File: src/rtl/cnb_pkg.sv
// constants shared by the boot and configuration object group
package cnb_pkg;

  // ----------------------------------------------------------------
  // object indices and subindices
  // ----------------------------------------------------------------
  localparam logic [15:0] IDX_PROG_CONTROL = 16'h1F51;
  localparam logic [15:0] IDX_PROG_STATUS = 16'h1F57;
  localparam logic [15:0] IDX_STARTUP = 16'h1F80;
  localparam logic [15:0] IDX_BIT_RATE = 16'h2005;
  localparam logic [7:0] SUB_COUNT = 8'h00;
  localparam logic [7:0] SUB_FIRMWARE = 8'h01;
  localparam logic [7:0] SUB_SCRIPT = 8'h02;
  localparam logic [7:0] SUB_VALUE = 8'h00;

  // ----------------------------------------------------------------
  // counts and reset values
  // ----------------------------------------------------------------
  localparam int NUM_AREAS = 2;
  localparam logic [7:0] AREA_COUNT = 8'h02;
  localparam logic [7:0] CONTROL_RESET = 8'h00;
  localparam logic [31:0] STATUS_RESET = 32'h0000_0000;
  localparam logic [31:0] STARTUP_RESET = 32'h0000_0000;
  localparam logic [7:0] BIT_RATE_RESET = 8'h88;
  localparam int STARTUP_OPER_BIT = 3;

  // ----------------------------------------------------------------
  // bit-rate codes and rates in kBd
  // ----------------------------------------------------------------
  localparam logic [7:0] CODE_10K = 8'h81;
  localparam logic [7:0] CODE_20K = 8'h82;
  localparam logic [7:0] CODE_50K = 8'h83;
  localparam logic [7:0] CODE_125K = 8'h84;
  localparam logic [7:0] CODE_250K = 8'h85;
  localparam logic [7:0] CODE_500K = 8'h86;
  localparam logic [7:0] CODE_1000K = 8'h88;
  localparam logic [10:0] KBD_10 = 11'h00A;
  localparam logic [10:0] KBD_20 = 11'h014;
  localparam logic [10:0] KBD_50 = 11'h032;
  localparam logic [10:0] KBD_125 = 11'h07D;
  localparam logic [10:0] KBD_250 = 11'h0FA;
  localparam logic [10:0] KBD_500 = 11'h1F4;
  localparam logic [10:0] KBD_1000 = 11'h3E8;

  // ----------------------------------------------------------------
  // network-management states
  // ----------------------------------------------------------------
  typedef enum logic [1:0] {
    CNB_NMT_INIT,
    CNB_NMT_PRE_OPERATIONAL,
    CNB_NMT_OPERATIONAL
  } cnb_nmt_t;

endpackage : cnb_pkg

File: src/rtl/cnb_rate_decode.sv
// bit-rate selector code to rate in kBd
`timescale 1ns/1ps
`default_nettype none
module cnb_rate_decode (
  input wire logic [7:0] code_in,
  output logic [10:0] kbd_out,
  output logic listed_out
);

  // unknown codes fall back to the fastest rate
  always_comb begin
    listed_out = 1'b1;
    unique case (code_in)
      cnb_pkg::CODE_10K: kbd_out = cnb_pkg::KBD_10;
      cnb_pkg::CODE_20K: kbd_out = cnb_pkg::KBD_20;
      cnb_pkg::CODE_50K: kbd_out = cnb_pkg::KBD_50;
      cnb_pkg::CODE_125K: kbd_out = cnb_pkg::KBD_125;
      cnb_pkg::CODE_250K: kbd_out = cnb_pkg::KBD_250;
      cnb_pkg::CODE_500K: kbd_out = cnb_pkg::KBD_500;
      cnb_pkg::CODE_1000K: kbd_out = cnb_pkg::KBD_1000;
      default: begin
        kbd_out = cnb_pkg::KBD_1000;
        listed_out = 1'b0;
      end
    endcase
  end

endmodule : cnb_rate_decode
`default_nettype wire

File: src/rtl/cnb_objects.sv
// boot control, program status, startup and bit-rate object group
//
// How it works
// - two 8-bit area control entries, count 2
// - two 32-bit read-only area status words
// - startup selector picks pre-operational or operational
// - startup selector 32-bit read/write, reset zero
// - bit-rate codes 81h..86h and 88h map to rates
// - unlisted bit-rate code means 1000 kBd
// - bit-rate selector 8-bit read/write, reset 88h
`timescale 1ns/1ps
`default_nettype none
module cnb_objects #(
  parameter int NUM_AREAS = cnb_pkg::NUM_AREAS
) (
  input wire logic clock_in,
  input wire logic rst_in,
  input wire logic req_in,
  input wire logic write_in,
  input wire logic [15:0] index_in,
  input wire logic [7:0] subindex_in,
  input wire logic [31:0] wdata_in,
  input wire logic init_in,
  input wire logic [NUM_AREAS-1:0] area_busy_in,
  input wire logic [NUM_AREAS*32-1:0] area_progress_in,
  output logic ack_out,
  output logic abort_out,
  output logic [31:0] rdata_out,
  output logic [NUM_AREAS*8-1:0] area_control_out,
  output cnb_pkg::cnb_nmt_t nmt_state_out,
  output logic [10:0] bit_rate_kbd_out,
  output logic bit_rate_listed_out
);

  // ----------------------------------------------------------------
  // storage
  // ----------------------------------------------------------------
  logic [7:0] area_control [NUM_AREAS];
  logic [31:0] area_program_status [NUM_AREAS];
  logic [31:0] startup_state_select;
  logic [7:0] bus_bit_rate_select;

  // ----------------------------------------------------------------
  // object decode
  // ----------------------------------------------------------------
  wire hit_ctrl = index_in == cnb_pkg::IDX_PROG_CONTROL;
  wire hit_stat = index_in == cnb_pkg::IDX_PROG_STATUS;
  wire hit_start = index_in == cnb_pkg::IDX_STARTUP;
  wire hit_rate = index_in == cnb_pkg::IDX_BIT_RATE;
  wire sub_count = subindex_in == cnb_pkg::SUB_COUNT;
  wire sub_fw = subindex_in == cnb_pkg::SUB_FIRMWARE;
  wire sub_js = subindex_in == cnb_pkg::SUB_SCRIPT;
  wire sub_val = subindex_in == cnb_pkg::SUB_VALUE;
  wire sub_area = sub_fw | sub_js;
  wire area_sel = sub_js;
  wire area_array = hit_ctrl | hit_stat;
  // entry count is readable on both arrays, never writable
  wire rd_count = area_array & sub_count;
  wire rd_ctrl = hit_ctrl & sub_area;
  wire rd_stat = hit_stat & sub_area;
  wire rd_start = hit_start & sub_val;
  wire rd_rate = hit_rate & sub_val;
  wire readable = rd_count | rd_ctrl | rd_stat | rd_start | rd_rate;
  // status words and counts refuse writes
  wire writable = rd_ctrl | rd_start | rd_rate;
  wire legal = write_in ? writable : readable;
  wire do_write = req_in & write_in & writable;
  wire wr_ctrl = do_write & hit_ctrl;
  wire wr_start = do_write & hit_start;
  wire wr_rate = do_write & hit_rate;

  wire [31:0] read_mux =
    rd_count ? {24'h00_0000, cnb_pkg::AREA_COUNT} :
    rd_ctrl ? {24'h00_0000, area_control[area_sel]} :
    rd_stat ? area_program_status[area_sel] :
    rd_start ? startup_state_select :
    rd_rate ? {24'h00_0000, bus_bit_rate_select} :
    32'h0000_0000;

  wire [31:0] next_rdata = (req_in & ~write_in & readable) ?
    read_mux : 32'h0000_0000;

  // ----------------------------------------------------------------
  // bit-rate decode
  // ----------------------------------------------------------------
  logic [10:0] sel_kbd;
  logic sel_listed;

  cnb_rate_decode u_rate (
    .code_in(bus_bit_rate_select),
    .kbd_out(sel_kbd),
    .listed_out(sel_listed)
  );

  // startup choice looks only at the operational bit
  wire start_oper = startup_state_select[cnb_pkg::STARTUP_OPER_BIT];
  wire cnb_pkg::cnb_nmt_t next_nmt = start_oper ?
    cnb_pkg::CNB_NMT_OPERATIONAL : cnb_pkg::CNB_NMT_PRE_OPERATIONAL;

  // ----------------------------------------------------------------
  // per-area control and status
  // ----------------------------------------------------------------
  genvar g;
  generate
    for (g = 0; g < NUM_AREAS; g++) begin : g_area
      wire this_area = (g == 0) ? sub_fw : sub_js;

      always_ff @(posedge clock_in or posedge rst_in) begin
        if (rst_in) begin
          area_control[g] <= cnb_pkg::CONTROL_RESET;
        end else if (wr_ctrl && this_area) begin
          area_control[g] <= wdata_in[7:0];
        end
      end

      // progress is tracked only while the area is being programmed
      always_ff @(posedge clock_in or posedge rst_in) begin
        if (rst_in) begin
          area_program_status[g] <= cnb_pkg::STATUS_RESET;
        end else if (area_busy_in[g]) begin
          area_program_status[g] <= area_progress_in[g*32 +: 32];
        end
      end

      always_ff @(posedge clock_in or posedge rst_in) begin
        if (rst_in) begin
          area_control_out[g*8 +: 8] <= cnb_pkg::CONTROL_RESET;
        end else if (wr_ctrl && this_area) begin
          area_control_out[g*8 +: 8] <= wdata_in[7:0];
        end
      end
    end
  endgenerate

  // ----------------------------------------------------------------
  // startup and bit-rate selectors
  // ----------------------------------------------------------------
  always_ff @(posedge clock_in or posedge rst_in) begin
    if (rst_in) begin
      startup_state_select <= cnb_pkg::STARTUP_RESET;
    end else if (wr_start) begin
      startup_state_select <= wdata_in;
    end
  end

  always_ff @(posedge clock_in or posedge rst_in) begin
    if (rst_in) begin
      bus_bit_rate_select <= cnb_pkg::BIT_RATE_RESET;
    end else if (wr_rate) begin
      bus_bit_rate_select <= wdata_in[7:0];
    end
  end

  // ----------------------------------------------------------------
  // initialization effects
  // ----------------------------------------------------------------
  // the live rate only moves at init so an active bus is not upset
  always_ff @(posedge clock_in or posedge rst_in) begin
    if (rst_in) begin
      bit_rate_kbd_out <= cnb_pkg::KBD_1000;
      bit_rate_listed_out <= 1'b1;
    end else if (init_in) begin
      bit_rate_kbd_out <= sel_kbd;
      bit_rate_listed_out <= sel_listed;
    end
  end

  always_ff @(posedge clock_in or posedge rst_in) begin
    if (rst_in) begin
      nmt_state_out <= cnb_pkg::CNB_NMT_INIT;
    end else if (init_in) begin
      nmt_state_out <= next_nmt;
    end
  end

  // ----------------------------------------------------------------
  // access answer, one cycle after the request
  // ----------------------------------------------------------------
  always_ff @(posedge clock_in or posedge rst_in) begin
    if (rst_in) begin
      ack_out <= 1'b0;
      abort_out <= 1'b0;
      rdata_out <= 32'h0000_0000;
    end else begin
      ack_out <= req_in;
      abort_out <= req_in & ~legal;
      rdata_out <= next_rdata;
    end
  end

endmodule : cnb_objects
`default_nettype wire

File: config.mk
export PLATFORM = sky130hd
export DESIGN_NAME = cnb_objects
export DESIGN_NICKNAME = d
export VERILOG_FILES = /design/src/rtl/cnb_pkg.sv /design/src/rtl/cnb_rate_decode.sv /design/src/rtl/cnb_objects.sv
export SDC_FILE = /design/constraint.sdc
export NUM_CORES = 1
export LEC_CHECK = 0
export BUFFER_PORTS_ARGS = -buffer_cell sky130_fd_sc_hd__buf_4
export CAP_MARGIN = 10
export CORE_ASPECT_RATIO = 0.6
export CORE_MARGIN = 1.5
export CORE_UTILIZATION = 51
export DETAILED_ROUTE_END_ITERATION = 8
export PLACE_DENSITY = 0.82
export SLEW_MARGIN = 20
export SYNTH_ARGS = -nofsm -noshare
export SYNTH_HDL_FRONTEND = slang
export SYNTH_HIERARCHICAL = 1
export SYNTH_SLANG_ARGS = --single-unit
export TNS_END_PERCENT = 30
File: constraint.sdc
create_clock -name clock_in -period 7.5 [get_ports clock_in]
set_input_delay 1.125 -clock clock_in [delete_from_list [all_inputs] [get_ports clock_in]]
set_output_delay 1.125 -clock clock_in [all_outputs]
set_load 0.005 [all_outputs]
==> results of run 1 <==
## final timing paths
check | to | cells past startpoint
min reg2reg | startup_state_select[20] | 1
max | startup_state_select[15] | 7
min | startup_state_select[20] | 1
max reg2reg | bit_rate_kbd_out[6] | 3
max in group asynchronous | area_program_status[42] | 3
min in group asynchronous | area_control_out[11] | 2
## cell type report
cell class | count | area [um^2]
Inverter | 16 | 65.06
Tap cell | 198 | 247.7
Timing Repair Buffer | 197 | 1483
Clock inverter | 14 | 201.4
Multi-Input combinational cell | 333 | 3073
Clock buffer | 18 | 439.2
Fill cell | 1051 | 4654
Sequential cell | 168 | 4215
## cells by family after synthesis
| logic type | Yosys count |
|---|---|
| muxes | 174 |
| AOI/OAI and AO/OA | 61 |
| DFF | 168 |
| buffers and inverters | 51 |
| other | 1 |
| xor gates and xnor gates | 2 |
| and+or+nand+nor | 95 |
## layout by cell type (no fill, tap or decap), drive strengths merged, types with 7 or more instances in the layout
cell,synthesis,final
buf,11,197
dfrtp,159,159
mux2,159,159
nor3,30,30
a22oi,24,24
inv,16,24
clkbuf,24,18
nand2,16,16
mux2i,15,15
a211oi,10,10
dfstp,9,9
o32ai,8,8
o22a,7,7
## critical path: cells and delay by family
kind	cells	cell delay (ns)
muxes	1	0.37
AOI/OAI and AO/OA	1	0.88
and+or+nand+nor	3	1.50
buffers and inverters	2	0.50
## metal layers
metal	vias up	global-route usage, %	part of all wire, %
met3	17	6.432	7.3
li1	2415	-	-
met2	230	39.87	46
met5	-	0	0
met4	0	7.837	1.5
met1	2751	38.04	45
## through the flow
stage | instances | area (um^2) | utilization (%) | power, mW | hold WS (ns)
after floorplan | 552 | 7463 | - | 1.052 | 0.4585
after global placement | 912 | 9067 | 63.06 | 1.129 | 0.4726
after detailed placement | 912 | 9075 | 63.11 | 1.139 | 0.4796
after CTS | 944 | 9716 | 67.57 | 2.076 | 0.4957
after global routing | 944 | 9724 | 67.63 | 2.135 | 0.5170
final | 944 | 9724 | 67.63 | 2.056 | 0.5036
## state kept, by name (all words and copies together), names as in the netlist
name and count:
abort_out 1, ack_out 1, area_control_out 16, area_program_status 64, bit_rate_kbd_out 11, bit_rate_listed_out 1
bus_bit_rate_select 8, nmt_state_out 2, rdata_out 32, startup_state_select 32
## power groups by stage
stage               logic [mW]  registers [mW]  clock network [mW]
global placement         0.156           0.973                   0
detailed placement       0.161           0.977                   0
finish                   0.161           0.960               0.935
floorplan               0.0815           0.970                   0
CTS                      0.162           0.960               0.954
global route             0.175           0.964               0.995
==> impl_results.md, run 1 <==
* # nets final at 860
* Post-CTS Setup Repair Bufs at 0
* Run status: finished clean
* Final hold viol count at 0
* First-pass GRT wire length at 31190 um
* Max incr delay on CP at 0.88 ns
* Std-Cell Rows at 34
* Pin count of the biggest net entering global routing at 87
* Largest cells by area after synthesis: dfrtp_1 (53%), mux2_2 (24%), dfstp_2 (3.2%)
* Area of the core at 14380 um^2
* Arrival @ worst endpoint at 4.38 ns
* Post-Synth Adder-Cell Area at 0%
* CTS tree: built
* Mapped Nets at 679
* Full die area at 15390 um^2
* Antenna violations before repair at 0
* Die Wd at 159.2 um
* Max Transition Viols Final at 0
* Final worst slack at 3.413 ns
* Vias in the first global route at 5608
* CP Data Required Time at 7.80 ns
* Post-synthesis compound-gate area fraction at 6.639%
* Most common cell in the netlist: dfrtp_1
* Main combinational cell family by area after synthesis: multiplexers
* Port Buffers at 190
* Instance count of the mapped netlist at 552
* Worst-path clk slew at 0.07 ns
* Post-route DRC at 0
* Via count at 5413
* Share of the synthesized area in the top cell type at 53.31%
* Slew margin rel. at 26.14%
* Hold crit path type: flip-flop to flip-flop
* Max cap viols at 0
* RD Place Congestion at 0.9351
* Reg2reg setup slack at 5.56 ns
* Ys async rst share at 100.0%
* Mux contribution to synthesized area at 26.00%
* Worst r2r src: bus_bit_rate_select[7]
* WL final at 19460 um
* Share of the yosys chip area belonging to registers at 56.48%
* Sequential power share at 46.7%
* Top_reg_cell synth: dfrtp_1
* Pint at 1.582 mW
* Initial DRC count at 325
* Place WS at 3.012 ns
* Yosys warnings at 6
* Routed Antenna Nets at 0
* CTS H-Tree Depth at 4
* Worst Skew at 0.01100 ns
* Crit path launch: index_in[15]
* I/O pin total at 191
* Simple-Gate Fraction of Synth Area at 7.829%
* Post-DR wirelength/cell at 20.61 um
* HPWL after detailed placement at 14050 um
* Fin Setup TNS at 0 ns
* Synth cell types at 50
* Crit Path Category: input port to flip-flop
* Unrepaired setup endpoints after global routing: false
* Switching Share at 23.06%
* Resized Gates After CTS at 0
* P&R area growth vs syn at 30.29%
* Maximum clock rate at 244.7 MHz
* Combinational power share at 7.8%
* Xor/xnor cell area share of the yosys netlist at 0.2347%
* Worst-margin pin slew at 1.107 ns
* Gr ovfl total at 0
* CP most frequent cell: buf_4
* Maximum vdd drop at 0.0001897 V
* Seq cells post-synth at 168
* Die Span Y at 96.71 um
* DR pass1 iterations at 5
* Crit start category: input port
* Switching power total at 0.4741 mW
* Antenna diode count at 0
* Vias per cell at 5.734
* Hold Crit Start: startup_state_select[20]
* CTS root buffer: clkbuf_16
* Layout cells sized above 1 at 54.83%
* Leak Pwr at 4.441 nW
* Clock Power Share at 45.5%
* Final setup violation count at 0
* Clock Path Buffers at 2
* GR Util All Layers at 26.44%
* Initial core utilization at 51.91%
* Crit-path slowest cell: a211oi_4
* Pwr dens at 211.5 nW/um^2
* Critical Path End Type: flip-flop
* Synth Cell Area at 7463 um^2
* Clock sink count at 168
* Post-layout min period at 4.087 ns
* Worst-path fanout max at 17
* Critical path cell sequence: buf_4 -> nor4bb_1 -> nand3_1 -> or3_1 -> a211oi_4 -> buf_4 -> mux2_2
* Clock Latency Late Sink at 0.41 ns
* Top post-synthesis cells by count: dfrtp_1 (159), mux2_2 (158), nor3_1 (30), a22oi_1 (24), clkbuf_1 (24)
* Post-synth EDFFs at 0
* Area leader, netlist: dfrtp_1
* Avg Cell Area, Syn at 13.52 um^2
* Final period util at 54.49%
* CTS Buf Count at 17
* Cts hold-fix bufs at 0
Note: power is estimated with default switching activity, not from simulation.
==> inputs of run 2 (changes only) <==
- ABC_AREA: unset -> 1
- CORE_UTILIZATION: 51 -> 49
- clock period: 7.5 -> 3.5 ns (I/O delays scaled with it)
==> run 2 against run 1 <==
Compared with the run above:
- critical path depth rose by 6
- synthesized area rose by 7.9%
- routed wire length rose by 13%
- register-to-register slack got worse by 3.5 ns
- non-clock buffer count rose by 5
- clock skew rose by 0.0016 ns
- global-route usage rose by 0.15 points
- flip-flop and latch count did not move
- core utilization fell by 3.9 points
- setup slack got worse by 2.4 ns
- total power rose by 110%
- first-iteration DRC count rose by 84%
- critical endpoint is now startup_state_select[19]
- largest cell class unchanged
==> impl_results.md, run 2 <==
* Final period util at 70.91%
* HPWL after detailed placement at 15990 um
* Mapped Nets at 1127
* Layout cells sized above 1 at 26.14%
* P&R area growth vs syn at 27.96%
* Commonest non-fill, non-tap cells in the layout: nand2_1 (357), buf_4 (198), dfrtp_1 (159), o21ai_0 (106), nor2_1 (95)
* WL final at 22000 um
* Std-Cell Rows at 36
* CTS root buffer: clkbuf_16
* Post-synth EDFFs at 0
* Share of the yosys chip area belonging to registers at 52.35%
* Most common cell in the netlist: nand2_1
* Die Span Y at 102.3 um
* CP most frequent cell: nand2_1
* Worst-path clk slew at 0.08 ns
* I/O pin total at 191
* Leak Pwr at 5.384 nW
* Top post-synthesis cells by count: nand2_1 (358), dfrtp_1 (159), o21ai_0 (106), nor2_1 (95), nand3_1 (79)
* Max Transition Viols Final at 0
* Synth cell types at 29
* Area leader, netlist: dfrtp_1
* Full die area at 17230 um^2
* Worst-margin pin slew at 0.6720 ns
* Antenna violations before repair at 2
* Reg2reg setup slack at 2.08 ns
* RD Place Congestion at 0.8892
* Fin Setup TNS at 0 ns
* Top_reg_cell synth: dfrtp_1
* Pwr dens at 424.1 nW/um^2
* Final worst slack at 1.018 ns
* Worst r2r src: bus_bit_rate_select[7]
* Gr ovfl total at 0
* Clock sink count at 168
* CTS H-Tree Depth at 4
* Vias in the first global route at 6856
* R2R depth at 7
* Commonest non-fill, non-tap cell in the layout: nand2_1
* Post-CTS Setup Repair Bufs at 0
* Routed Antenna Nets at 0
* Clock Path Buffers at 2
* Max reg flops at 64
* Grt met1 use at 39.39%
* Unrepaired setup endpoints after global routing: false
* First-pass GRT wire length at 35270 um
* Initial DRC count at 597
* CP Data Required Time at 3.79 ns
* Final hold viol count at 0
* Via count at 7271
* CP delay by family, top: simple AND/OR/NAND/NOR gates
* Fill count at 1395
* Post-layout min period at 2.482 ns
* Max incr delay on CP at 0.43 ns
* Maximum clock rate at 402.9 MHz
* Largest cells by area after synthesis: dfrtp_1 (49%), nand2_1 (17%), o21ai_0 (6.6%)
* Critical path cell sequence: buf_4 -> nor2_1 -> nand2_2 -> inv_1 -> nand2_1 -> nand2_1 -> nand2_2 -> nand3_2 -> nand2_1 -> inv_2 -> nand2_2 -> nand2_1 -> nand2_1
* Critical Path End Type: flip-flop
* Worst path bufs/invs at 3
* Maximum vdd drop at 0.0003139 V
* Critical R2R Capture: bit_rate_kbd_out[7]
* Share of the synthesized area in the top cell type at 49.42%
* Yosys warnings at 6
* Clock Latency Late Sink at 0.42 ns
* Hold crit path type: input port to async pin
* Die Wd at 168.5 um
* Resized Gates After CTS at 0
* Ys async rst share at 100.0%
* Place WS at 0.6164 ns
* Run status: finished clean
* Avg Cell Area, Syn at 8.051 um^2
* Crit Path Category: input port to flip-flop
* Seq cells post-synth at 168
* Slew margin rel. at 55.04%
* Initial core utilization at 49.79%
* Synth Cell Area at 8051 um^2
* Post-route DRC at 0
* CTS tree: built
* GR Util All Layers at 26.59%
* DR pass1 iterations at 7
* Vias per cell at 5.205
* Met3 Use GR at 6.855%
* Grt peak-use layer: met1
* # nets final at 1300
* Arrival @ worst endpoint at 2.78 ns
* Area of the core at 16170 um^2
* Post-DR wirelength/cell at 15.75 um
* Port Buffers at 190
* Instance count of the mapped netlist at 1000
* Top Registers: area_program_status (64), rdata_out (32), startup_state_select (32)
* Largest reg by FF count: area_program_status
* Met2 Use GR at 38.56%
* Crit start category: input port
* Crit-path slowest cell: nand2_2
* CTS Buf Count at 17
* Worst-path fanout max at 32
* Cts hold-fix bufs at 0
* Pin count of the biggest net entering global routing at 57
* Max cap viols at 0
* Final setup violation count at 0
* Worst Skew at 0.01258 ns
## run 2: stage by stage
stage               area (um^2)  std cells  power [mW]  utilization, %  hold slack, ns
finish                    10300       1397       4.369           63.71         0.06331
global route              10300       1396       4.530           63.70         0.06645
CTS                       10280       1394       4.405           63.56          0.2447
detailed placement         9648       1362       2.448           59.66          0.4537
global placement           9648       1362       2.433           59.66          0.4544
floorplan                  8055       1000       2.247               -          0.4427
## run 2: kinds of logic (layout without fill, tap and decap cells)
| group | after synthesis | in the layout | share of synthesized area [%] |
|---|---|---|---|
| buffers and inverters | 121 | 307 | 6.309 |
| and+or+nand+nor | 561 | 561 | 28.98 |
| other | 1 | 3 | 0.04658 |
| AOI/OAI and AO/OA | 116 | 116 | 7.692 |
| DFF | 168 | 168 | 52.35 |
| muxes | 33 | 33 | 4.615 |
## run 2: power by group
group	internal (mW)	leakage, nW	switching [mW]
Combinational	0.176	2.90	0.179
Sequential	2.02	2.17	0.0334
Clock	1.04	0.307	0.915
Total	3.24	5.38	1.13
## run 2: routing by layer
metal / vias to the layer above / wire, um / share of wire, %
li1: 3514 / - / -
met1: 3386 / 10430 / 47
met2: 342 / 9200 / 42
met3: 29 / 2051 / 9.3
met4: 0 / 316 / 1.4
met5: - / 0 / 0
## run 2: layout make-up
cell class	count	area, um^2	area share [%]
timing repair buffer	202	1567	15.21
tap	209	261.5	2.538
sequential	168	4215	40.92
clock buffer	17	425.4	4.129
clock inverter	15	203.9	1.980
antenna	2	5.005	0.04858
multi-input combinational	711	3347	32.49
inverter	73	277.8	2.696
## run 2: how the worst max path moves through the flow
stage,end,depth (start not counted),slack (ns),start
final,startup_state_select[19],13,1.02,subindex_in[7]
after global routing,startup_state_select[19],13,0.76,subindex_in[7]
after floorplan,abort_out,1,0.84,rst_in
after detailed placement,startup_state_select[8],13,0.62,subindex_in[5]
after global placement,startup_state_select[14],13,0.80,subindex_in[7]
after CTS,startup_state_select[19],13,1.07,subindex_in[5]
==> inputs of run 3 (changes only) <==
- CORE_UTILIZATION: 49 -> 51
- PLACE_DENSITY: 0.82 -> 0.81
- clock period: 3.5 -> 2.3 ns (I/O delays scaled with it)
==> run 3 against run 2 <==
Compared with the run above:
- core utilization is 3.5 points higher
- die area decreased by 3.8%
- critical path depth fell by 2
- non-clock buffer count is 3 higher
- clock skew rose by 0.0028 ns
- via count grew 1.9%
- combinational power up 52%
- total power grew 52%
==> impl_results.md, run 3 (synthesis gave the netlist of run 2 again) <==
* Max incr delay on CP at 0.39 ns
* Die Wd at 165.2 um
* Gr ovfl total at 0
* Worst-path fanout max at 32
* CTS tree: built
* Storage cell area at 4215 um^2
* Final setup violation count at 0
* Critical path cell sequence: buf_4 -> nor2_1 -> nand2_1 -> nor2_1 -> nand3_1 -> nand3_2 -> nand2_1 -> inv_2 -> nand2_2 -> nand2_1 -> nand2_1
* Leak Pwr at 5.395 nW
* Final hold viol count at 0
* Switching power total at 1.731 mW
* Vias in the first global route at 6983
* Final period util at 78.45%
* Area of the core at 15370 um^2
* Via count at 7410
* Worst Skew at 0.01533 ns
* First-pass GRT wire length at 35670 um
* Commonest non-fill, non-tap cell in the layout: nand2_1
* Post-route DRC at 0
* Area after DPL at 9688 um^2
* R2R depth at 7
* Commonest non-fill, non-tap cells in the layout: nand2_1 (357), buf_4 (199), dfrtp_1 (159), o21ai_0 (106), nor2_1 (95)
* Pwr dens at 644.9 nW/um^2
* Full die area at 16570 um^2
* Max reg flops at 64
* Run status: finished clean
* Fin Setup TNS at 0 ns
* Antenna violations before repair at 1
* Std-Cell Rows at 35
* Pint at 4.929 mW
* Fill count at 1277
* HPWL after detailed placement at 15820 um
* Layout cells sized above 1 at 26.24%
* Maximum vdd drop at 0.0004962 V
* Post-layout min period at 1.804 ns
* Hold Path Depth at 1
* Initial core utilization at 52.38%
* Maximum clock rate at 554.2 MHz
* Multi-input logic area at 3347 um^2
* Arrival @ worst endpoint at 2.11 ns
* Post-DR wirelength/cell at 16.09 um
* GR Util All Layers at 28.11%
* Port Buffers at 190
* I/O pin total at 191
* Fin area at 10330 um^2
* Slew margin rel. at 55.36%
* Top Registers: area_program_status (64), rdata_out (32), startup_state_select (32)
* Max cap viols at 0
* Clock sink count at 168
* Place WS at 0.1379 ns
* # nets final at 1303
* Crit Path Category: input port to flip-flop
* CP Data Required Time at 2.60 ns
* Hold crit path type: input port to flip-flop
* Worst-margin pin slew at 0.6672 ns
* Tot Pwr at 6.660 mW
* Routed Antenna Nets at 0
* Max Transition Viols Final at 0
* Clock Latency Late Sink at 0.42 ns
* Initial DRC count at 725
* P&R area growth vs syn at 28.27%
* CTS Buf Count at 17
* Crit-path slowest cell: nand2_2
* Pin count of the biggest net entering global routing at 86
* CP most frequent cell: nand2_1
* Clock Path Buffers at 2
* DR pass1 iterations at 5
* Combinational power share at 8.1%
* Unrepaired setup endpoints after global routing: false
* RD Place Congestion at 0.9183
* Largest reg by FF count: area_program_status
* Critical Path End Type: flip-flop
* Final worst slack at 0.4957 ns
* Sequential power share at 46.9%
* Switching Share at 25.99%
* Vias per cell at 5.319
* WL final at 22410 um
* Worst-path clk slew at 0.07 ns
* Crit start category: input port
* Clock Power Share at 45.0%
* CTS root buffer: clkbuf_16
* CTS H-Tree Depth at 4
* Die Span Y at 100.3 um
-- run 3: power groups by stage --
stage / clock (mW) / combinational (mW) / sequential (mW)
floorplan: 0 / 0.250 / 3.17
global placement: 0 / 0.523 / 3.18
detailed placement: 0 / 0.538 / 3.18
CTS: 3.03 / 0.542 / 3.12
global route: 3.17 / 0.600 / 3.14
finish: 3.00 / 0.538 / 3.12
-- run 3: layer usage --
metal	wire, um	track usage [%]	up-vias
met1	10570	42.43	3533
li1	-	-	3522
met2	9413	39.78	331
met3	2185	7.562	24
met4	240	7.346	0
met5	0	0	-
-- run 3: final timing paths --
path	startpoint	end	slack, ns
setup / recovery	index_in[15]	startup_state_select[4]	0.50
hold / removal	req_in	ack_out	0.09
setup reg to reg	bus_bit_rate_select[7]	bit_rate_kbd_out[7]	0.89
hold reg to reg	bit_rate_kbd_out[9]	bit_rate_kbd_out[9]	0.47
max in group asynchronous	rst_in	startup_state_select[14]	1.16
min in group asynchronous	rst_in	area_control_out[7]	0.41
-- run 3: what timing repair did --
item,CTS,global route
buffers inserted,0,0
hold endpoints to repair,5,0
gates resized for setup,0,0
hold buffers,1,0
-- run 3: through the flow --
step | utilization (%) | std cells | hold WS, ns
floorplan | - | 1000 | 0.3764
global placement | 63.03 | 1359 | 0.2952
finish | 67.19 | 1393 | 0.08586
global route | 67.19 | 1393 | 0.06606
CTS | 67.17 | 1392 | 0.07240
detailed placement | 63.03 | 1359 | 0.2982
-- run 3: area by class of cell --
class	count	share of cell area [%]
repair buffers	205	15.53
clock buffers	17	4.119
well taps	203	2.459
multi-input cells	711	32.41
flip-flops and latches	168	40.82
clock inverters	15	1.951
inverters	73	2.690
diodes	1	0.02423
-- run 3: critical path, delay by kind of cell --
family / cells / cell delay, ns
buf+inv: 2 / 0.19
simple gates: 9 / 1.55
